===== src/core/socket_regs_pkg.sv =====
/*
  socket_regs_pkg: offsets, field positions, reset values and timing counts
  for the socket status / force register block.
  assumes: a 100 MHz bus clock; included by the design before its modules.
*/
package socket_regs_pkg;

  // register byte offsets
  localparam logic [7:0] socket_status_off = 8'h08;
  localparam logic [7:0] socket_force_off = 8'h0c;

  // status / force field positions
  localparam int ready_irq_pos = 6;
  localparam int cardbus_pos = 5;
  localparam int legacy_pos = 4;
  localparam int power_pos = 3;
  localparam int detect_b_pos = 2;
  localparam int detect_a_pos = 1;
  localparam int status_change_pos = 0;
  localparam int reinterrogate_pos = 14;
  localparam int volt_lo_pos = 10;
  localparam int volt_hi_pos = 13;
  localparam int bad_supply_pos = 9;
  localparam int loss_pos = 8;
  localparam int unknown_pos = 7;

  // values after reset
  localparam logic [3:0] volt_cap_reset = 4'h0;
  localparam logic [1:0] card_type_reset = 2'h0;
  localparam logic [31:0] read_zero = 32'h0000_0000;

  // interrogation timing
  localparam int clk_period_ns = 10;
  localparam int interrogate_ns = 1000;
  localparam int interrogate_cycles =
    (interrogate_ns / clk_period_ns) < 1 ? 1 :
    (interrogate_ns / clk_period_ns);
  localparam logic [7:0] interrogate_count =
    8'(interrogate_cycles - 1);

  // axi response codes
  localparam logic [1:0] resp_okay = 2'h0;
  localparam logic [1:0] resp_slverr = 2'h2;

  // interrogation sequencer states
  typedef enum logic [0:0] {
    idle_state = 1'b0,
    probe_state = 1'b1
  } probe_state_type;

endpackage


===== src/core/socket_status_force_regs.sv =====
/*
  socket_status_force_regs: read-only socket status register and write-only
  force register behind an axi4-lite slave.
  assumes: card pins arrive asynchronously; event register and socket power
  control live elsewhere and consume the pulses and enable driven here.
  socket_power_state and the probe_* results come from logic on aclk; the
  probe results must be settled by the last cycle of an interrogation.
  card_inserted is a one-cycle pulse on aclk.
  limitation: a retrigger while a probe runs is absorbed by that probe.
*/
`timescale 1ns/10ps
// How it works
// - status bit 6 shows live ready/irq pin level
// - bit 5 cardbus flag changes on an interrogation or a force write
// - bit 4 legacy flag held until next interrogation or force write
// - bit 3 reports socket power, 0 down at reset, 1 up
// - bits 2 and 1 follow the two card-detect pin levels
// - card-detect bits frozen while an interrogation runs
// - bit 0 shows live card status-change pin level
// - force register at 0ch alters event and status bits
// - force bit 14 reinterrogates, updates status, enables power control
// - force bits 13..10 load voltage capability status bits
// - a forced voltage bit of 1 disables power control
// - force bit 9 sets bad supply request bit to written value
// - force bits 8 and 7 load loss and unknown-card flags
// - force bits 5 and 4 load cardbus and legacy flags
// - force bits 3..0 pulse the matching socket event bits
// - forcing events leaves status bits 3..0 untouched
// - force bits 31..15 read as zero
// - force bit 6 reads zero, writes ignored
// - forced values appear in the status register read
module socket_status_force_regs
  import socket_regs_pkg::*;
(
  input wire logic aclk, // bus clock
  input wire logic aresetn, // sync reset, active low
  input wire logic [7:0] s_axi_awaddr, // write address
  input wire logic s_axi_awvalid, // write address valid
  output logic s_axi_awready, // write address ready
  input wire logic [31:0] s_axi_wdata, // write data
  input wire logic [3:0] s_axi_wstrb, // write byte strobes
  input wire logic s_axi_wvalid, // write data valid
  output logic s_axi_wready, // write data ready
  output logic [1:0] s_axi_bresp, // write response
  output logic s_axi_bvalid, // write response valid
  input wire logic s_axi_bready, // write response ready
  input wire logic [7:0] s_axi_araddr, // read address
  input wire logic s_axi_arvalid, // read address valid
  output logic s_axi_arready, // read address ready
  output logic [31:0] s_axi_rdata, // read data
  output logic [1:0] s_axi_rresp, // read response
  output logic s_axi_rvalid, // read data valid
  input wire logic s_axi_rready, // read data ready
  input wire logic ready_irq_level, // card ready/irq pin
  input wire logic detect_pin_b_level, // second card-detect pin
  input wire logic detect_pin_a_level, // first card-detect pin
  input wire logic status_change_pin_level, // card status-change pin
  input wire logic socket_power_state, // socket power up, from power logic
  input wire logic probe_cardbus, // interrogation result: cardbus card
  input wire logic probe_legacy, // interrogation result: 16-bit card
  input wire logic [3:0] probe_volt_cap, // interrogation result: volt caps
  input wire logic card_inserted, // pulse from insertion logic
  output logic probe_busy, // interrogation in progress
  output logic power_ctrl_enable, // socket power control enabled
  output logic power_event, // pulse: set power event bit
  output logic detect_b_event, // pulse: set second detect event bit
  output logic detect_a_event, // pulse: set first detect event bit
  output logic status_change_event // pulse: set status-change event bit
);

  // pin synchronisers, three stages each
  logic [3:0] pin_s1_q;
  logic [3:0] pin_s2_q;
  logic [3:0] pin_s3_q;
  logic [3:0] pin_q;

  // status state; everything but detect_q and the live pins is a flag
  // that holds until a probe or a force write loads it again
  logic cardbus_type_flag;
  logic legacy_type_flag;
  logic [3:0] volt_cap_q;
  logic bad_supply_req;
  logic loss_flag;
  logic unknown_card;
  logic [1:0] detect_q;

  // interrogation sequencer
  probe_state_type state_q;
  // probe_cnt_q holds the cycles left in the running probe
  logic [7:0] probe_cnt_q;
  logic probe_start;
  logic probe_done; // last probe cycle: results are loaded here

  // bus slave state; held address and data let aw and w come on
  // different edges
  logic aw_held_q;
  logic w_held_q;
  logic [7:0] awaddr_q;
  logic [31:0] wdata_q;
  logic [3:0] wstrb_q;
  logic do_write;
  logic force_hit;
  logic [31:0] force_data;
  logic [31:0] status_word;

  // three flops per pin; a change counts once stages two and three agree.
  // bit order: 3 ready/irq, 2 detect b, 1 detect a, 0 status change.
  // detect pins reset high (no card) so the status word does not show a
  // card for the few cycles before the real pin levels arrive
  always_ff @(posedge aclk) begin
    if (!aresetn) begin
      pin_s1_q <= 4'h6;
      pin_s2_q <= 4'h6;
      pin_s3_q <= 4'h6;
    end else begin
      pin_s1_q <= {ready_irq_level, detect_pin_b_level,
                   detect_pin_a_level, status_change_pin_level};
      pin_s2_q <= pin_s1_q;
      pin_s3_q <= pin_s2_q;
    end
  end

  // filtered pin levels; a one-cycle glitch that reaches stage two only
  // never agrees with stage three and so never reaches the status word
  always_ff @(posedge aclk) begin
    if (!aresetn) begin
      pin_q <= 4'h6;
    end else begin
      for (int i = 0; i < 4; i++) begin
        if (pin_s2_q[i] == pin_s3_q[i]) begin
          pin_q[i] <= pin_s3_q[i];
        end
      end
    end
  end

  // card-detect bits stop tracking while the probe drives the pins;
  // they catch up with the filtered levels on the first idle cycle
  always_ff @(posedge aclk) begin
    if (!aresetn) begin
      detect_q <= 2'h3;
    end else if (state_q == idle_state) begin
      detect_q <= pin_q[2:1];
    end
  end

  // write channel acceptance, address and data in either order.
  // both readies stay low while bvalid is up, so at most one write is
  // under way and the response can never be overwritten
  assign s_axi_awready = !aw_held_q && !s_axi_bvalid;
  assign s_axi_wready = !w_held_q && !s_axi_bvalid;
  assign do_write = aw_held_q && w_held_q && !s_axi_bvalid;

  // write address, held until the write is carried out
  always_ff @(posedge aclk) begin
    if (!aresetn) begin
      aw_held_q <= 1'b0;
      awaddr_q <= 8'h00;
    end else if (s_axi_awvalid && s_axi_awready) begin
      aw_held_q <= 1'b1;
      awaddr_q <= s_axi_awaddr;
    end else if (do_write) begin
      aw_held_q <= 1'b0;
    end
  end

  // write data and strobes, held until the write is carried out
  always_ff @(posedge aclk) begin
    if (!aresetn) begin
      w_held_q <= 1'b0;
      wdata_q <= 32'h0000_0000;
      wstrb_q <= 4'h0;
    end else if (s_axi_wvalid && s_axi_wready) begin
      w_held_q <= 1'b1;
      wdata_q <= s_axi_wdata;
      wstrb_q <= s_axi_wstrb;
    end else if (do_write) begin
      w_held_q <= 1'b0;
    end
  end

  // write response one cycle after both halves are held; writes to the
  // read-only status word are dropped but still answered okay, and any
  // other offset gets slverr
  always_ff @(posedge aclk) begin
    if (!aresetn) begin
      s_axi_bvalid <= 1'b0;
      s_axi_bresp <= resp_okay;
    end else if (do_write) begin
      s_axi_bvalid <= 1'b1;
      if (awaddr_q[7:2] == socket_force_off[7:2]) begin
        s_axi_bresp <= resp_okay;
      end else if (awaddr_q[7:2] == socket_status_off[7:2]) begin
        s_axi_bresp <= resp_okay; // read-only: write ignored
      end else begin
        s_axi_bresp <= resp_slverr;
      end
    end else if (s_axi_bready) begin
      s_axi_bvalid <= 1'b0;
    end
  end

  // force write, masked by byte strobes; bit 6 and 31..15 have no storage.
  // an unstrobed lane reads as zero here: no event pulse from lane 0 and,
  // below, no load of the status fields that lane carries
  assign force_hit = do_write &&
    (awaddr_q[7:2] == socket_force_off[7:2]);
  always_comb begin
    for (int b = 0; b < 4; b++) begin
      force_data[b*8 +: 8] = wstrb_q[b] ? wdata_q[b*8 +: 8] : 8'h00;
    end
  end
  assign probe_start = force_hit && wstrb_q[1] &&
    force_data[reinterrogate_pos];

  // event pulses; a written 0 raises nothing
  // registered so each pulse lines up with the rise of bvalid and lasts
  // exactly one cycle; the event register does the sticky part
  always_ff @(posedge aclk) begin
    if (!aresetn) begin
      power_event <= 1'b0;
      detect_b_event <= 1'b0;
      detect_a_event <= 1'b0;
      status_change_event <= 1'b0;
    end else begin
      power_event <= force_hit && force_data[power_pos];
      detect_b_event <= force_hit && force_data[detect_b_pos];
      detect_a_event <= force_hit && force_data[detect_a_pos];
      status_change_event <= force_hit && force_data[status_change_pos];
    end
  end

  // interrogation sequencer; runs interrogate_cycles cycles, counting
  // down to zero. a retrigger while probing is absorbed: the running probe
  // already refreshes the status at its end, and ignoring it keeps the
  // probe length fixed for the power logic that waits on it
  always_ff @(posedge aclk) begin
    if (!aresetn) begin
      state_q <= idle_state;
      probe_cnt_q <= 8'h00;
    end else begin
      case (state_q)
        idle_state: begin
          if (probe_start || card_inserted) begin
            state_q <= probe_state;
            probe_cnt_q <= interrogate_count;
          end
        end
        probe_state: begin
          if (probe_cnt_q == 8'h00) begin
            state_q <= idle_state;
          end else begin
            probe_cnt_q <= probe_cnt_q - 8'h01;
          end
        end
        default: begin
          state_q <= idle_state;
        end
      endcase
    end
  end
  assign probe_busy = (state_q == probe_state);

  // last probe cycle; results, caps and power enable all load on it
  assign probe_done = probe_busy && (probe_cnt_q == 8'h00);

  // card type: probe result at the end, or a forced load
  // the probe wins a tie with a same-cycle force, as the probe is the
  // newer look at the card
  always_ff @(posedge aclk) begin
    if (!aresetn) begin
      cardbus_type_flag <= card_type_reset[1];
      legacy_type_flag <= card_type_reset[0];
    end else if (probe_done) begin
      cardbus_type_flag <= probe_cardbus;
      legacy_type_flag <= probe_legacy;
    end else if (force_hit && wstrb_q[0]) begin
      cardbus_type_flag <= force_data[cardbus_pos];
      legacy_type_flag <= force_data[legacy_pos];
    end
  end

  // voltage capability bits, probed or forced; bit order 13 y, 12 x,
  // 11 3.3 v, 10 5 v, same as in the status word
  always_ff @(posedge aclk) begin
    if (!aresetn) begin
      volt_cap_q <= volt_cap_reset;
    end else if (probe_done) begin
      volt_cap_q <= probe_volt_cap;
    end else if (force_hit && wstrb_q[1]) begin
      volt_cap_q <= force_data[volt_hi_pos:volt_lo_pos];
    end
  end

  // supply, loss and unknown-card flags only move when forced; nothing in
  // this block sets them on its own, so each holds its last forced value
  always_ff @(posedge aclk) begin
    if (!aresetn) begin
      bad_supply_req <= 1'b0;
      loss_flag <= 1'b0;
      unknown_card <= 1'b0;
    end else if (force_hit) begin
      if (wstrb_q[1]) begin
        bad_supply_req <= force_data[bad_supply_pos];
        loss_flag <= force_data[loss_pos];
      end
      if (wstrb_q[0]) begin
        unknown_card <= force_data[unknown_pos];
      end
    end
  end

  // power control: off by forced caps, back on at the end of any probe.
  // a forced cap beats a probe ending in the same cycle, so software
  // that forces caps in that cycle is not overruled by the ending probe
  always_ff @(posedge aclk) begin
    if (!aresetn) begin
      power_ctrl_enable <= 1'b1;
    end else if (force_hit && wstrb_q[1] &&
                 force_data[volt_hi_pos:volt_lo_pos] != 4'h0) begin
      power_ctrl_enable <= 1'b0;
    end else if (probe_done) begin
      power_ctrl_enable <= 1'b1;
    end
  end

  // status word; bits 3..0 never see force data
  // built from live state each cycle; the read channel registers it, so
  // a read shows the state as it was when the address was taken
  always_comb begin
    status_word = read_zero;
    status_word[volt_hi_pos:volt_lo_pos] = volt_cap_q;
    status_word[bad_supply_pos] = bad_supply_req;
    status_word[loss_pos] = loss_flag;
    status_word[unknown_pos] = unknown_card;
    status_word[ready_irq_pos] = pin_q[3];
    status_word[cardbus_pos] = cardbus_type_flag;
    status_word[legacy_pos] = legacy_type_flag;
    status_word[power_pos] = socket_power_state;
    status_word[detect_b_pos:detect_a_pos] = detect_q;
    status_word[status_change_pos] = pin_q[0];
  end

  // read channel: one outstanding read, data registered. arready drops
  // while rvalid is up, so an answer can never be replaced before rready
  assign s_axi_arready = !s_axi_rvalid;

  always_ff @(posedge aclk) begin
    if (!aresetn) begin
      s_axi_rvalid <= 1'b0;
      s_axi_rdata <= read_zero;
      s_axi_rresp <= resp_okay;
    end else if (s_axi_arvalid && s_axi_arready) begin
      s_axi_rvalid <= 1'b1;
      if (s_axi_araddr[7:2] == socket_status_off[7:2]) begin
        s_axi_rdata <= status_word;
        s_axi_rresp <= resp_okay;
      end else if (s_axi_araddr[7:2] == socket_force_off[7:2]) begin
        s_axi_rdata <= read_zero;
        s_axi_rresp <= resp_okay;
      end else begin
        s_axi_rdata <= read_zero;
        s_axi_rresp <= resp_slverr;
      end
    end else if (s_axi_rready) begin
      s_axi_rvalid <= 1'b0;
    end
  end

endmodule


===== config.mk =====
export PLATFORM = sky130hd
export DESIGN_NAME = socket_status_force_regs
export DESIGN_NICKNAME = d
export VERILOG_FILES = /design/src/core/socket_regs_pkg.sv /design/src/core/socket_status_force_regs.sv
export SDC_FILE = /design/constraint.sdc
export NUM_CORES = 1
export LEC_CHECK = 0
export BUFFER_PORTS_ARGS = -buffer_cell sky130_fd_sc_hd__buf_4
export CAP_MARGIN = 20
export CORE_ASPECT_RATIO = 1.1
export CORE_MARGIN = 2
export CORE_UTILIZATION = 40
export CTS_CLUSTER_SIZE = 12
export DETAILED_ROUTE_END_ITERATION = 7
export PLACE_DENSITY_LB_ADDON = 0.12
export SYNTH_ARGS = -nofsm -noshare
export SYNTH_HDL_FRONTEND = slang
export SYNTH_SLANG_ARGS = --single-unit

===== constraint.sdc =====
create_clock -name aclk -period 4.4 [get_ports aclk]
set_input_delay 0.66 -clock aclk [delete_from_list [all_inputs] [get_ports aclk]]
set_output_delay 0.66 -clock aclk [all_outputs]
set_load 0.01 [all_outputs]

# [Yosys cells after proc, flatten, opt, wreduce, memory -nomap -nowiden]
# Cells that the tools add are included.
# W data, S select, Z words.
[word_totals] reg_bits=106 latchBits=0 ramBits=0 mem_bits_ro=0 inputBits=71 out_inout_bits=47 elab_cells=105 n_memories=0
[op_classes] n_addsub=1 n_mul=0 div_mod_pow=0 n_lt_le_gt_ge=0 n_eq_ne=10 shift=0 muxes=28 bitwise=1 n_reduce_logical=34
[ops] cell="$eq A6 B2 Y1 const B" count=4
[ops] cell="$mux W8" count=3
[ops] cell="$logic_and A1 B1 Y1" count=17
[ops] cell="$pmux W8 S2" count=1
[ops] cell="$mux W1" count=15
[ops] cell="$mux W14" count=1
[ops] cell="$reduce_bool A2 Y1" count=7
[ops] cell="$logic_not A8 Y1" count=1
[ops] cell="$mux W2" count=4
[ops] cell="$mux W4" count=2
[ops] cell="$sub A8 B1 Y8 const B" count=1
[ops] cell="$mux W7" count=1
[ops] cell="$reduce_and A2 Y1" count=3
[ops] cell="$eq A1 B1 Y1" count=4
[ops] cell="$logic_not A1 Y1" count=4
[ops] cell="$reduce_bool A4 Y1" count=1
[ops] cell="$ne A2 B1 Y1 const B" count=1
[ops] cell="$ne A2 B2 Y1 const B" count=1
[ops] cell="$pmux W1 S2" count=1
[ops] cell="$logic_or A1 B1 Y1" count=1
[ops] cell="$not A1 Y1" count=1

# [Depth between registers and ports, before layout]
# Gate-level depths: netlist (run 1).
[logic_depth] depth_word=8 depth_mapped=7 ltp_nobuf=6

# [Least setup slack after synthesis (run 1)]
# OpenSTA, ideal clock, no wires.
[synth_timing] path_kind="input -> register" start="input s_axi_araddr[6]" end="register s_axi_rdata[10]" setup_time_ps=64 arrival_time_ps=1741 required_time_ps=4336 path_slack_ps=2595 path_stages=5 path_buffers=1 path_cell_list="or4b_4 -> nor4_4 -> buf_6 -> a22oi_1 -> nor2_1"
[synth_via] elab_chain_cells=2
[synth_lines] item="from (decl)" line="socket_status_force_regs.sv:47" rtl="input wire logic [7:0] s_axi_araddr,"
[synth_lines] item="$eq A6 B2 Y1" line="socket_status_force_regs.sv:355" rtl="if (s_axi_araddr[7:2] == socket_status_off[7:2]) begin"
[synth_lines] item="$mux W14" line="socket_status_force_regs.sv:355"
[synth_lines] item="to (signal assigned)" line="socket_status_force_regs.sv:356" rtl="s_axi_rdata <= status_word;"
[synth_lines] item="to (signal assigned)" line="socket_status_force_regs.sv:359" rtl="s_axi_rdata <= read_zero;"
[synth_lines] item="to (signal assigned)" line="socket_status_force_regs.sv:362" rtl="s_axi_rdata <= read_zero;"
[synth_lines] item="to (decl)" line="socket_status_force_regs.sv:50" rtl="output logic [31:0] s_axi_rdata,"
# No other way between the ends.
# A chain may end at the register's enable or synchronous reset.

# [Worst setup path in the final report (run 1)]
[layout_timing] start="register probe_cnt_q[0]" end="register probe_cnt_q[6]"
[layout_via] elab_chain_cells=3 word_cells_on_any_way=6 classes_between="add/sub: 1; eq/ne: 1; mux: 2; reduce/logical: 2"
[layout_lines] item="from (decl)" line="socket_status_force_regs.sv:90" rtl="logic [7:0] probe_cnt_q;"
[layout_lines] item="from (signal assigned)" line="socket_status_force_regs.sv:246" rtl="probe_cnt_q <= interrogate_count;"
[layout_lines] item="from (signal assigned)" line="socket_status_force_regs.sv:253" rtl="probe_cnt_q <= probe_cnt_q - 8'h01;"
[layout_lines] item="$sub A8 B1 Y8 / $logic_not A8 Y1 (equally long branches)" line="socket_status_force_regs.sv:253, socket_status_force_regs.sv:250"
[layout_lines] item="$mux W8 / $ne A2 B2 Y1 (equally long branches)"
[layout_lines] item="$pmux W8 S2 / $reduce_and A2 Y1 (equally long branches)"
# Parallel ways exist; a longest one is shown, timed or not. The select of a mux whose other input is x is not followed.

==> metrics.yaml, run 1 <==
run_status:
  status: "finished clean"
setup_path:
  critical_path.cell_chain: "inv_1 > ha_1 > nor2b_1 > nand4_1 > o31a_1 > o221a_2"
  endpoint_class_of_the_critical_path: "flop"
  critical_path_buf_inv_count: 1
  crit_required_ps: 4630
  critPathLaunchType: "flop"
  path_delay_family: "simple AND/OR/NAND/NOR gates"
  worstPathArrival_ps: 2350
  timing.critical_path.slowest_cell_delay_ps: 530
  path_max_fanout: 15
  criticalPathCategory: "flop to flop"
  master_of_the_slowest_instance_on_the_critical_path: "sky130_fd_sc_hd__nand4_1"
floorplan:
  core.rowCount: 34
  dieWidth_microns: 90.42
  total_i_o_pin_count: 118
  design.core.area_sq_um: 7955
  die_area_sq_um: 8956
  die_h_microns: 99.06
  floorplan.initialDensity_pct: 41.30
cts:
  ctsResizeCount: 0
  postCtsHoldBufs: 0
  clock_sink_count: 83
  htree_num_levels: 3
  postCtsSetupRepairBufs: 0
  cts.path.max_buffers: 2
  clk_latency_ps: 350
  clkTransAtPathRegs_ps: 80
  cts-buffers-inserted: 9
  cts.root.buffer_cell: "sky130_fd_sc_hd__clkbuf_8"
  tritoncts: "built"
synthesis:
  ys_seq_area_share_pct: 50.57
  ys_seq_elements: 83
  synthArstFlopShare_pct: 0
  synth_area_sq_um: 3286
  synth_cells: 354
  yosys_warning_total: 0
  synth_edf_count: 0
  yosys_most_used_dff: "sky130_fd_sc_hd__dfxtp_1"
  post_synth_num_cell_types: 44
  syn_area_per_cell_sq_um: 9.282
cells_and_area:
  area.growth.synth_to_final_pct: 22.32
  layout.core_utilization_pct: 50.52
  nNetsFinal: 492
  layoutNonFillerInstCount: 532
  diodes: 0
  layout-drive-gt1-share_pct: 22.64
  fill_cells: 782
  layout.cell_area.non_filler_sq_um: 4019
sta:
  final_max_slew_viol_count: 0
  worst_slack_ps: 2279
  min_period_ps: 2121
  rsz_0062_raised_after_global_routing: "no"
  hold_slack_ps: 409.6
  fin_tns_setup_ps: 0
  timing.slew.headroom_pct: 42.49
  tightestPinTransition_ps: 861.5
  setup-violations-final: 0
  fin_skew_ps: 13.18
  clock.fmax_ghz: 0.4716
  hold_viol_final: 0
  post-route-period-util_pct: 48.19
route:
  dr.pass1.iters: 4
  avgRoutedWirePerCell_microns: 12.62
  antenna_violating_nets_post_route: 0
  drt-vias-per-instance: 4.820
  postRouteWirelength_mm: 6.713
  routed-via-count: 2564
  drt_iter0_drc: 134
  remaining_drc_errors: 0
grt:
  globalRoute.totalOverflow: 0
  maximum_number_of_pins_on_one_net_before_global_route_repair: 51
  wire_length_of_the_first_global_routing_pass_mm: 11.45
  grt_pass1_vias: 2403
  antenna_found_initial: 0
  gr-usage-all-layers_pct: 15.75
place:
  place.detailed.hpwl_mm: 4.745
  post-place-cells: 516
  dp_worst_setup_slack_ps: 2005
  finalWeightedCongestion: 0.7450
  placed_cell_area_sq_um: 3776
  port-buffer-count: 73
power_and_ir_drop:
  power.total_mw: 1.648
  cellPowerDensity_nw_per_um2: 410.0
  p_leak_nw: 1.709
  vdd_drop_max_v: 0.0001760
hold_path:
  hold_path.class: "flop to flop"
job:
  drv.max_cap_violation_count: 0
-- layer usage --
layer	track usage, %	up-vias	part of all wire (%)
met5	0	-	0
met3	3.135	8	4.6
li1	-	1316	-
met1	21.29	1174	48
met2	24.81	66	46
met4	6.391	0	1.1
-- layout by cell type (no fill, tap or decap), types with 5 or more instances in the layout --
cell type                  netlist  final
sky130_fd_sc_hd__clkbuf_8        2     10
sky130_fd_sc_hd__o31a_1          5      5
sky130_fd_sc_hd__nand2_1        46     46
sky130_fd_sc_hd__inv_1           6      6
sky130_fd_sc_hd__dfxtp_1        83     83
sky130_fd_sc_hd__a21oi_1        35     35
sky130_fd_sc_hd__buf_4          20     73
sky130_fd_sc_hd__a22oi_1        13     13
sky130_fd_sc_hd__nand2b_1        9      9
sky130_fd_sc_hd__o21ai_0        13     13
sky130_fd_sc_hd__mux2i_1        14     14
sky130_fd_sc_hd__and4_1          5      5
sky130_fd_sc_hd__nor2_1         33     33
sky130_fd_sc_hd__and2_1          9      9
sky130_fd_sc_hd__conb_1          1     20
-- path summary, 6_finish.rpt --
path / from / to / slack, ps / depth (start not counted)
worst max register to register: probe_cnt_q[0]$_SDFFE_PN0P_ / probe_cnt_q[6]$_SDFFE_PN0P_ / 2280 / 6
worst max-delay path: probe_cnt_q[0]$_SDFFE_PN0P_ / probe_cnt_q[6]$_SDFFE_PN0P_ / 2280 / 6
worst min register to register: pin_s1_q[1]$_SDFF_PN1_ / pin_s2_q[1]$_SDFF_PN1_ / 410 / 1
worst min-delay path: pin_s1_q[1]$_SDFF_PN1_ / pin_s2_q[1]$_SDFF_PN1_ / 410 / 1
-- cells in the mapped netlist (all sizes together), types with 4 or more instances --
| master | count | area [sq um] |
|---|---|---|
| and3 | 4 | 25.02 |
| inv | 7 | 26.27 |
| o21ai | 13 | 65.06 |
| clkbuf | 12 | 65.07 |
| a22oi | 14 | 110.1 |
| o31a | 5 | 43.79 |
| nand2b | 9 | 56.30 |
| nand2 | 46 | 172.7 |
| a21oi | 35 | 175.2 |
| and2 | 9 | 56.30 |
| buf | 26 | 198.9 |
| mux2i | 14 | 140.1 |
| and4 | 6 | 55.05 |
| nand3 | 4 | 20.02 |
| nor4 | 5 | 61.31 |
| dfxtp | 83 | 1662 |
| nor2 | 33 | 123.9 |
| nor3 | 4 | 20.02 |
-- power by group --
part,switching [mW],total [mW],leakage [nW],internal (mW)
Clock,0.258,0.652,0.117,0.393
Sequential,0.0329,0.820,0.678,0.787
Combinational,0.0928,0.176,0.914,0.0832
-- cell type report --
class | count | area (sq um) | share of cell area, %
clock buffers | 12 | 145.1 | 3.611
clock inverters | 4 | 97.59 | 2.428
inverters | 7 | 26.28 | 0.6538
multi-input cells | 245 | 1405 | 34.96
flip-flops and latches | 83 | 1662 | 41.34
well taps | 108 | 135.1 | 3.362
repair buffers | 73 | 548.0 | 13.64
-- registers in the layout (all words and copies together), names as in the netlist, 2 cells and up --
name,cells
probe_cnt_q,8
awaddr_q,6
pin_s2_q,4
volt_cap_q,4
wdata_q,14
detect_q,2
pin_q,4
pin_s3_q,4
wstrb_q,2
pin_s1_q,4
s_axi_rdata,14
-- kinds of logic after synthesis --
logic type / Yosys count / synth area share, %
compound gates: 76 / 14.20
xor+xnor: 2 / 0.5332
fa+ha+maj: 2 / 0.7615
buf+inv: 45 / 8.834
flops: 83 / 50.57
mux: 14 / 4.265
other cells: 1 / 0.1141
simple gates: 131 / 20.72
Note: power is estimated with default switching activity, not from simulation.
==> run 2: changes to the inputs <==
--- a/config.mk
+++ b/config.mk
@@ -5,6 +5,7 @@
 export SDC_FILE = /design/constraint.sdc
 export NUM_CORES = 1
 export LEC_CHECK = 0
+export ABC_AREA = 1
 export BUFFER_PORTS_ARGS = -buffer_cell sky130_fd_sc_hd__buf_4
 export CAP_MARGIN = 20
 export CORE_ASPECT_RATIO = 1.1
==> constraint.sdc (replaced) <==
create_clock -name aclk -period 2.15 [get_ports aclk]
set_input_delay 0.3225 -clock aclk [delete_from_list [all_inputs] [get_ports aclk]]
set_output_delay 0.3225 -clock aclk [all_outputs]
set_load 0.01 [all_outputs]
==> run 2 against run 1 <==
  * Sequential cell count unchanged
  * Sequential power is 100% higher
  * Clock power up 60%
  * First-iteration DRC count decreased by 26%
  * Die area rose by 3.5%
  * Critical path type unchanged
  * Critical endpoint is now volt_cap_q[0]$_SDFFE_PN0P_
==> metrics.yaml, run 2 <==
floorplan:
  die_area_sq_um: 9266  # was 8956 sq um
  floorplan.initialDensity_pct: 40.92  # was 41.30%
  total_i_o_pin_count: 118  # unchanged
  core.rowCount: 35  # was 34
  dieWidth_microns: 91.97  # was 90.42 microns
  design.core.area_sq_um: 8320  # was 7955 sq um
  die_h_microns: 100.8  # was 99.06 microns
cells_and_area:
  area_of_the_multi_input_gates_sq_um: 1435  # was 1405 sq um
  layout_common_cells: "sky130_fd_sc_hd__dfxtp_1, sky130_fd_sc_hd__nand2_1, sky130_fd_sc_hd__buf_4"  # was sky130_fd_sc_hd__dfxtp_1, sky130_fd_sc_hd__buf_4, sky130_fd_sc_hd__nand2_1
  layout_commonest_cell: "sky130_fd_sc_hd__dfxtp_1"  # unchanged
  layout.core_utilization_pct: 49.71  # was 50.52%
  layout.cell_area.non_filler_sq_um: 4136  # was 4019 sq um
  largestRegisters: "s_axi_rdata: 14 flops, wdata_q: 14 flops, probe_cnt_q: 8 flops"  # unchanged
  fill_cells: 873  # was 782
  diodes: 0  # unchanged
  layoutNonFillerInstCount: 627  # was 532
  layout-drive-gt1-share_pct: 24.03  # was 22.64%
  nNetsFinal: 584  # was 492
  seqCellArea_sq_um: 1662  # unchanged
  area.growth.synth_to_final_pct: 21.50  # was 22.32%
setup_path:
  path_max_fanout: 22  # was 15
  crit_required_ps: 2400  # was 4630 ps
  critPathMostFrequentCell: "sky130_fd_sc_hd__inv_1"
  critPathLaunchType: "flop"  # unchanged
  worstPathArrival_ps: 1890  # was 2350 ps
  master_of_the_slowest_instance_on_the_critical_path: "sky130_fd_sc_hd__dfxtp_1"  # was sky130_fd_sc_hd__nand4_1
  endpoint_class_of_the_critical_path: "flop"  # unchanged
  timing.critical_path.slowest_cell_delay_ps: 320  # was 530 ps
  critical_path_buf_inv_count: 3  # was 1
  criticalPathCategory: "flop to flop"  # unchanged
  path_delay_family: "simple AND/OR/NAND/NOR gates"  # unchanged
  critical_path.cell_chain: "inv_1 > ha_1 > nand2_1 > inv_1 > nand3_4 > nand2_1 > inv_1 > nor2_1 > nor2_1"  # was inv_1 > ha_1 > nor2b_1 > nand4_1 > o31a_1 > o221a_2
synthesis:
  synth_edf_count: 0  # unchanged
  synth.top_cell.area_share_pct: 48.81  # was 50.57%
  synth.cells.most_frequent: "sky130_fd_sc_hd__dfxtp_1, sky130_fd_sc_hd__nand2_1, sky130_fd_sc_hd__nor2_1"  # was sky130_fd_sc_hd__dfxtp_1, sky130_fd_sc_hd__nand2_1, sky130_fd_sc_hd__a21oi_1
  ys_seq_elements: 83  # unchanged
  synth.most_common_cell: "sky130_fd_sc_hd__dfxtp_1"  # unchanged
  post_synth_num_cell_types: 34  # was 44
  synthArstFlopShare_pct: 0  # unchanged
  synthTopCellsByArea: "sky130_fd_sc_hd__dfxtp_1, sky130_fd_sc_hd__nand2_1, sky130_fd_sc_hd__nor2_1"  # was sky130_fd_sc_hd__dfxtp_1, sky130_fd_sc_hd__a21oi_1, sky130_fd_sc_hd__nand2_1
  yosys_most_used_dff: "sky130_fd_sc_hd__dfxtp_1"  # unchanged
  yosysTopAreaCell: "sky130_fd_sc_hd__dfxtp_1"  # unchanged
  syn_area_per_cell_sq_um: 7.720  # was 9.282 sq um
  synth_cells: 441  # was 354
  synth_area_sq_um: 3405  # was 3286 sq um
  ys_seq_area_share_pct: 48.81  # was 50.57%
  yosys_warning_total: 0  # unchanged
power_and_ir_drop:
  power.share.sequential_pct: 53.2  # was 49.8%
  cellPowerDensity_nw_per_um2: 758.7  # was 410.0 nW/um^2
  p_leak_nw: 1.868  # was 1.709 nW
  power.clock.fraction_pct: 33.1  # was 39.6%
  vdd_drop_max_v: 0.0004006  # was 0.0001760 V
  power.share.combinational_pct: 13.7  # was 10.7%
  total_switching_power_uw: 899.6  # was 384.1 uW
  power_report.internal_total_mw: 2.239  # was 1.264 mW
  power.total_mw: 3.139  # was 1.648 mW
  switching_share_pct: 28.66  # was 23.31%
sta:
  hold_viol_final: 0  # unchanged
  setup-violations-final: 0  # unchanged
  tightestPinTransition_ps: 579.0  # was 861.5 ps
  final_max_slew_viol_count: 0  # unchanged
  min_period_ps: 1634  # was 2121 ps
  rsz_0062_raised_after_global_routing: "no"  # unchanged
  timing.slew.headroom_pct: 61.36  # was 42.49%
  hold_slack_ps: 144.4  # was 409.6 ps
  worst_slack_ps: 515.9  # was 2279 ps
  fin_tns_setup_ps: 0  # unchanged
  post-route-period-util_pct: 76.00  # was 48.19%
  fin_skew_ps: 8.746  # was 13.18 ps
  clock.fmax_ghz: 0.6120  # was 0.4716 GHz
cts:
  clock_sink_count: 83  # unchanged
  clk_latency_ps: 360  # was 350 ps
  cts.root.buffer_cell: "sky130_fd_sc_hd__clkbuf_8"  # unchanged
  cts.path.max_buffers: 2  # unchanged
  postCtsHoldBufs: 0  # unchanged
  cts-buffers-inserted: 9  # unchanged
  tritoncts: "built"  # unchanged
  postCtsSetupRepairBufs: 0  # unchanged
  ctsResizeCount: 0  # unchanged
  clkTransAtPathRegs_ps: 90  # was 80 ps
  htree_num_levels: 3  # unchanged
place:
  finalWeightedCongestion: 0.8223  # was 0.7450
  port-buffer-count: 73  # unchanged
  dp_worst_setup_slack_ps: 498.7  # was 2005 ps
  post-place-cells: 611  # was 516
  placed_cell_area_sq_um: 3954  # was 3776 sq um
  place.detailed.hpwl_mm: 4.854  # was 4.745 mm
route:
  dr.pass1.iters: 4  # unchanged
  drt_iter0_drc: 99  # was 134
  avgRoutedWirePerCell_microns: 11.04  # was 12.62 microns
  antenna_violating_nets_post_route: 0  # unchanged
  drt-vias-per-instance: 4.560  # was 4.820
  remaining_drc_errors: 0  # unchanged
  postRouteWirelength_mm: 6.920  # was 6.713 mm
  routed-via-count: 2859  # was 2564
grt:
  antenna_found_initial: 0  # unchanged
  grt_pass1_vias: 2606  # was 2403
  globalRoute.totalOverflow: 0  # unchanged
  wire_length_of_the_first_global_routing_pass_mm: 11.76  # was 11.45 mm
  gr-usage-all-layers_pct: 15.95  # was 15.75%
  maximum_number_of_pins_on_one_net_before_global_route_repair: 51  # unchanged
hold_path:
  hold_path.class: "input port to flop"  # was flop to flop
run_status:
  status: "finished clean"  # unchanged
job:
  drv.max_cap_violation_count: 0  # unchanged
-- run 2: cell count changes in the layout (fill, tap and decap cells not counted), moves of 9 or more --
cell and change:
sky130_fd_sc_hd__mux2i_1 -14, sky130_fd_sc_hd__nand2_1 +31, sky130_fd_sc_hd__nor2_1 +28, sky130_fd_sc_hd__and2_1 -9, sky130_fd_sc_hd__nand3_1 +17, sky130_fd_sc_hd__nand2b_1 -9
sky130_fd_sc_hd__inv_1 +26, sky130_fd_sc_hd__o21ai_0 +25, sky130_fd_sc_hd__a22oi_1 -13
-- run 2: layout make-up --
type | count | area share, %
flip-flops and latches | 83 | 40.17
multi-input cells | 303 | 34.69
repair buffers | 77 | 13.97
inverters | 37 | 3.388
well taps | 111 | 3.358
clock buffers | 9 | 2.995
clock inverters | 7 | 1.422
-- run 2: final timing paths --
path,from,to,slack [ps],cells after the start
max,probe_cnt_q[0]$_SDFFE_PN0P_,volt_cap_q[0]$_SDFFE_PN0P_,520,9
min,detect_pin_b_level,pin_s1_q[2]$_SDFF_PN1_,140,2
max reg2reg,probe_cnt_q[0]$_SDFFE_PN0P_,volt_cap_q[0]$_SDFFE_PN0P_,520,9
min reg2reg,pin_s1_q[0]$_SDFF_PN0_,pin_s2_q[0]$_SDFF_PN0_,420,2
-- run 2: power groups by stage --
| stage | Sequential (mW) | Combinational (mW) | Clock, mW |
|---|---|---|---|
| after floorplan | 1.70 | 0.324 | 0 |
| after global placement | 1.70 | 0.429 | 0 |
| after detailed placement | 1.71 | 0.436 | 0 |
| after CTS | 1.67 | 0.438 | 1.08 |
| after global routing | 1.68 | 0.498 | 1.14 |
| final | 1.67 | 0.431 | 1.04 |
-- run 2: routing by layer --
layer,GRT usage (%),up-vias,share of wire (%)
li1,-,1511,-
met1,19.59,1264,47
met2,26.13,74,45
met3,3.815,10,6.1
met4,8.266,0,1.7
met5,0,-,0
-- run 2: cells by family after synthesis --
| kind of cell | Yosys count | synth area share, % |
|---|---|---|
| buffers and inverters | 74 | 11.14 |
| other | 1 | 0.1101 |
| DFF | 83 | 48.81 |
| AOI/OAI and AO/OA | 87 | 13.49 |
| adders and majority gates | 2 | 0.7349 |
| and+or+nand+nor | 194 | 25.73 |
-- run 2: worst reg2reg max path: stages, from the launching register on --
cell and delay (ps):
sky130_fd_sc_hd__dfxtp_1 320, sky130_fd_sc_hd__inv_1 110, sky130_fd_sc_hd__ha_1 190, sky130_fd_sc_hd__nand2_1 60, sky130_fd_sc_hd__inv_1 90, sky130_fd_sc_hd__nand3_4 240, sky130_fd_sc_hd__nand2_1 260, sky130_fd_sc_hd__inv_1 90
sky130_fd_sc_hd__nor2_1 120, sky130_fd_sc_hd__nor2_1 50
==> run 3: changes to the inputs <==
--- a/config.mk
+++ b/config.mk
@@ -5,7 +5,7 @@
 export SDC_FILE = /design/constraint.sdc
 export NUM_CORES = 1
 export LEC_CHECK = 0
-export ABC_AREA = 1
+export ABC_AREA = 0
 export BUFFER_PORTS_ARGS = -buffer_cell sky130_fd_sc_hd__buf_4
 export CAP_MARGIN = 20
 export CORE_ASPECT_RATIO = 1.1
==> constraint.sdc (replaced) <==
create_clock -name aclk -period 1.6 [get_ports aclk]
set_input_delay 0.24 -clock aclk [delete_from_list [all_inputs] [get_ports aclk]]
set_output_delay 0.24 -clock aclk [all_outputs]
set_load 0.01 [all_outputs]
==> run 3 against run 2 <==
  * Clock skew is 3.5 ps lower
  * First-iteration DRC count is 7.1% lower
  * Utilization is 2.6 points higher
  * Non-clock buffer count is 17 higher
  * Global-route usage is 0.63 points higher
  * Wire length is 1.3% higher
  * Final cell count is 12% lower
==> metrics.yaml, run 3 (synthesis gave the netlist of run 1 again) <==
cts:
  tritoncts: "built"  # unchanged
  cts.root.buffer_cell: "sky130_fd_sc_hd__clkbuf_8"  # unchanged
  clk_latency_ps: 340  # was 360 ps
  postCtsSetupRepairBufs: 0  # unchanged
  clock_sink_count: 83  # unchanged
  clkTransAtPathRegs_ps: 80  # was 90 ps
  cts-buffers-inserted: 9  # unchanged
  postCtsHoldBufs: 0  # unchanged
  cts.path.max_buffers: 2  # unchanged
  htree_num_levels: 3  # unchanged
run_status:
  status: "finished clean"  # unchanged
floorplan:
  design.core.area_sq_um: 7955  # was 8320 sq um
  core.rowCount: 34  # was 35
  die_area_sq_um: 8956  # was 9266 sq um
  dieWidth_microns: 90.42  # was 91.97 microns
  floorplan.initialDensity_pct: 41.30  # was 40.92%
  die_h_microns: 99.06  # was 100.8 microns
  total_i_o_pin_count: 118  # unchanged
route:
  drt_iter0_drc: 92  # was 99
  drt-vias-per-instance: 4.777  # was 4.560
  routed-via-count: 2637  # was 2859
  postRouteWirelength_mm: 7.013  # was 6.920 mm
  dr.pass1.iters: 4  # unchanged
  remaining_drc_errors: 0  # unchanged
  avgRoutedWirePerCell_microns: 12.70  # was 11.04 microns
  antenna_violating_nets_post_route: 0  # unchanged
sta:
  setup-violations-final: 0  # unchanged
  fin_skew_ps: 5.203  # was 8.746 ps
  final_max_slew_viol_count: 0  # unchanged
  hold_slack_ps: 71.17  # was 144.4 ps
  post-route-period-util_pct: 95.80  # was 76.00%
  min_period_ps: 1533  # was 1634 ps
  clock.fmax_ghz: 0.6524  # was 0.6120 GHz
  rsz_0062_raised_after_global_routing: "no"  # unchanged
  worst_slack_ps: 67.26  # was 515.9 ps
  hold_viol_final: 0  # unchanged
cells_and_area:
  fill_cells: 763  # was 873
  area.growth.synth_to_final_pct: 26.77  # was 21.50%
  seqCellArea_sq_um: 1663  # was 1662 sq um
  layout.core_utilization_pct: 52.36  # was 49.71%
  area_of_the_multi_input_gates_sq_um: 1438  # was 1435 sq um
  layout_common_cells: "sky130_fd_sc_hd__buf_4, sky130_fd_sc_hd__dfxtp_1, sky130_fd_sc_hd__nand2_1"  # was sky130_fd_sc_hd__dfxtp_1, sky130_fd_sc_hd__nand2_1, sky130_fd_sc_hd__buf_4
  largestRegisters: "s_axi_rdata: 14 flops, wdata_q: 14 flops, probe_cnt_q: 8 flops"  # unchanged
  layout-drive-gt1-share_pct: 27.93  # was 24.03%
  layout_commonest_cell: "sky130_fd_sc_hd__buf_4"  # was sky130_fd_sc_hd__dfxtp_1
  diodes: 0  # unchanged
  nNetsFinal: 513  # was 584
grt:
  globalRoute.totalOverflow: 0  # unchanged
  maximum_number_of_pins_on_one_net_before_global_route_repair: 35  # was 51
  antenna_found_initial: 0  # unchanged
  grt_pass1_vias: 2532  # was 2606
  gr-usage-all-layers_pct: 16.58  # was 15.95%
  wire_length_of_the_first_global_routing_pass_mm: 11.84  # was 11.76 mm
setup_path:
  critPathMostFrequentCell: "sky130_fd_sc_hd__buf_4"  # was sky130_fd_sc_hd__inv_1
  timing.critical_path.slowest_cell_delay_ps: 330  # was 320 ps
  endpoint_class_of_the_critical_path: "flop"  # unchanged
  critical_path.cell_chain: "buf_4 > nor4_1 > buf_4 > nand2_1 > and3_1 > o31a_1"  # was inv_1 > ha_1 > nand2_1 > inv_1 > nand3_4 > nand2_1 > inv_1 > nor2_1 > nor2_1
  critPathLaunchType: "flop"  # unchanged
  crit_required_ps: 1830  # was 2400 ps
  worstPathArrival_ps: 1770  # was 1890 ps
  master_of_the_slowest_instance_on_the_critical_path: "sky130_fd_sc_hd__dfxtp_2"  # was sky130_fd_sc_hd__dfxtp_1
  path_max_fanout: 3  # was 22
  criticalPathCategory: "flop to flop"  # unchanged
place:
  finalWeightedCongestion: 0.7678  # was 0.8223
  place.detailed.hpwl_mm: 5.158  # was 4.854 mm
  dp_worst_setup_slack_ps: -9.710  # was 498.7 ps
  port-buffer-count: 73  # unchanged
power_and_ir_drop:
  power.share.sequential_pct: 52.0  # was 53.2%
  p_leak_nw: 1.806  # was 1.868 nW
  cellPowerDensity_nw_per_um2: 1036  # was 758.7 nW/um^2
  power.share.combinational_pct: 13.5  # was 13.7%
  vdd_drop_max_v: 0.0004231  # was 0.0004006 V
  power.clock.fraction_pct: 34.4  # was 33.1%
  power.total_mw: 4.313  # was 3.139 mW
  switching_share_pct: 24.44  # was 28.66%
  total_switching_power_mw: 1.054  # was 899.6 uW
  power_report.internal_total_mw: 3.259  # was 2.239 mW
hold_path:
  hold_path.class: "input port to flop"  # unchanged
job:
  drv.max_cap_violation_count: 0  # unchanged
run 3: power by group through the flow:
| stage | registers, mW | logic [mW] | clock network, mW |
|---|---|---|---|
| floorplan | 2.28 | 0.372 | 0 |
| global placement | 2.29 | 0.562 | 0 |
| detailed placement | 2.29 | 0.569 | 0 |
| CTS | 2.24 | 0.574 | 1.53 |
| global route | 2.26 | 0.653 | 1.64 |
| finish | 2.24 | 0.583 | 1.49 |
run 3: cell type report:
| cell class | count | share of cell area [%] |
|---|---|---|
| clock buffers | 13 | 3.815 |
| clock inverters | 2 | 0.8411 |
| inverters | 7 | 0.6308 |
| multi-input cells | 245 | 34.51 |
| flip-flops and latches | 83 | 39.92 |
| well taps | 108 | 3.244 |
| repair buffers | 94 | 17.03 |
run 3: path summary, 6_finish.rpt:
| check | depth (start not counted) | slack (ps) | end | start |
|---|---|---|---|---|
| min reg2reg | 1 | 410 | pin_s2_q[2]$_SDFF_PN1_ | pin_s1_q[2]$_SDFF_PN1_ |
| min | 2 | 70 | pin_s1_q[1]$_SDFF_PN1_ | detect_pin_a_level |
| max | 6 | 70 | probe_cnt_q[7]$_SDFFE_PN0P_ | probe_cnt_q[0]$_SDFFE_PN0P_ |
| max reg2reg | 6 | 70 | probe_cnt_q[7]$_SDFFE_PN0P_ | probe_cnt_q[0]$_SDFFE_PN0P_ |
run 3: stage by stage:
step                      setup TNS, ps  cell area, sq um  instances
final                                 0              4165        552
after global routing                  0              4165        552
after CTS                             0              4135        552
after detailed placement         -11.97              3939        537
after global placement                0              3939        537
after floorplan                       0              3362        373
run 3: per-layer routing:
metal	part of all wire, %	GRT usage [%]	up-vias	wire (microns)
met2	49	28.11	67	3425
met3	4.4	4.434	8	308
met4	1.3	6.746	0	91
met1	45	20.05	1206	3187
met5	0	0	-	0
li1	-	-	1356	-
run 3: critical path: cells and delay by family (launching register included):
kind / cells / cell delay [ps]
buffers and inverters: 2 / 300
AND/OR/NAND/NOR: 3 / 520
AO/OA/AOI/OAI: 1 / 280
flip-flops: 1 / 330
run 3: what timing repair did:
item | 4_1_cts | 5_1_grt
pin swaps | 0 | 1
endpoints found under the setup margin | 2 | 12
gates resized for setup | 1 | 9
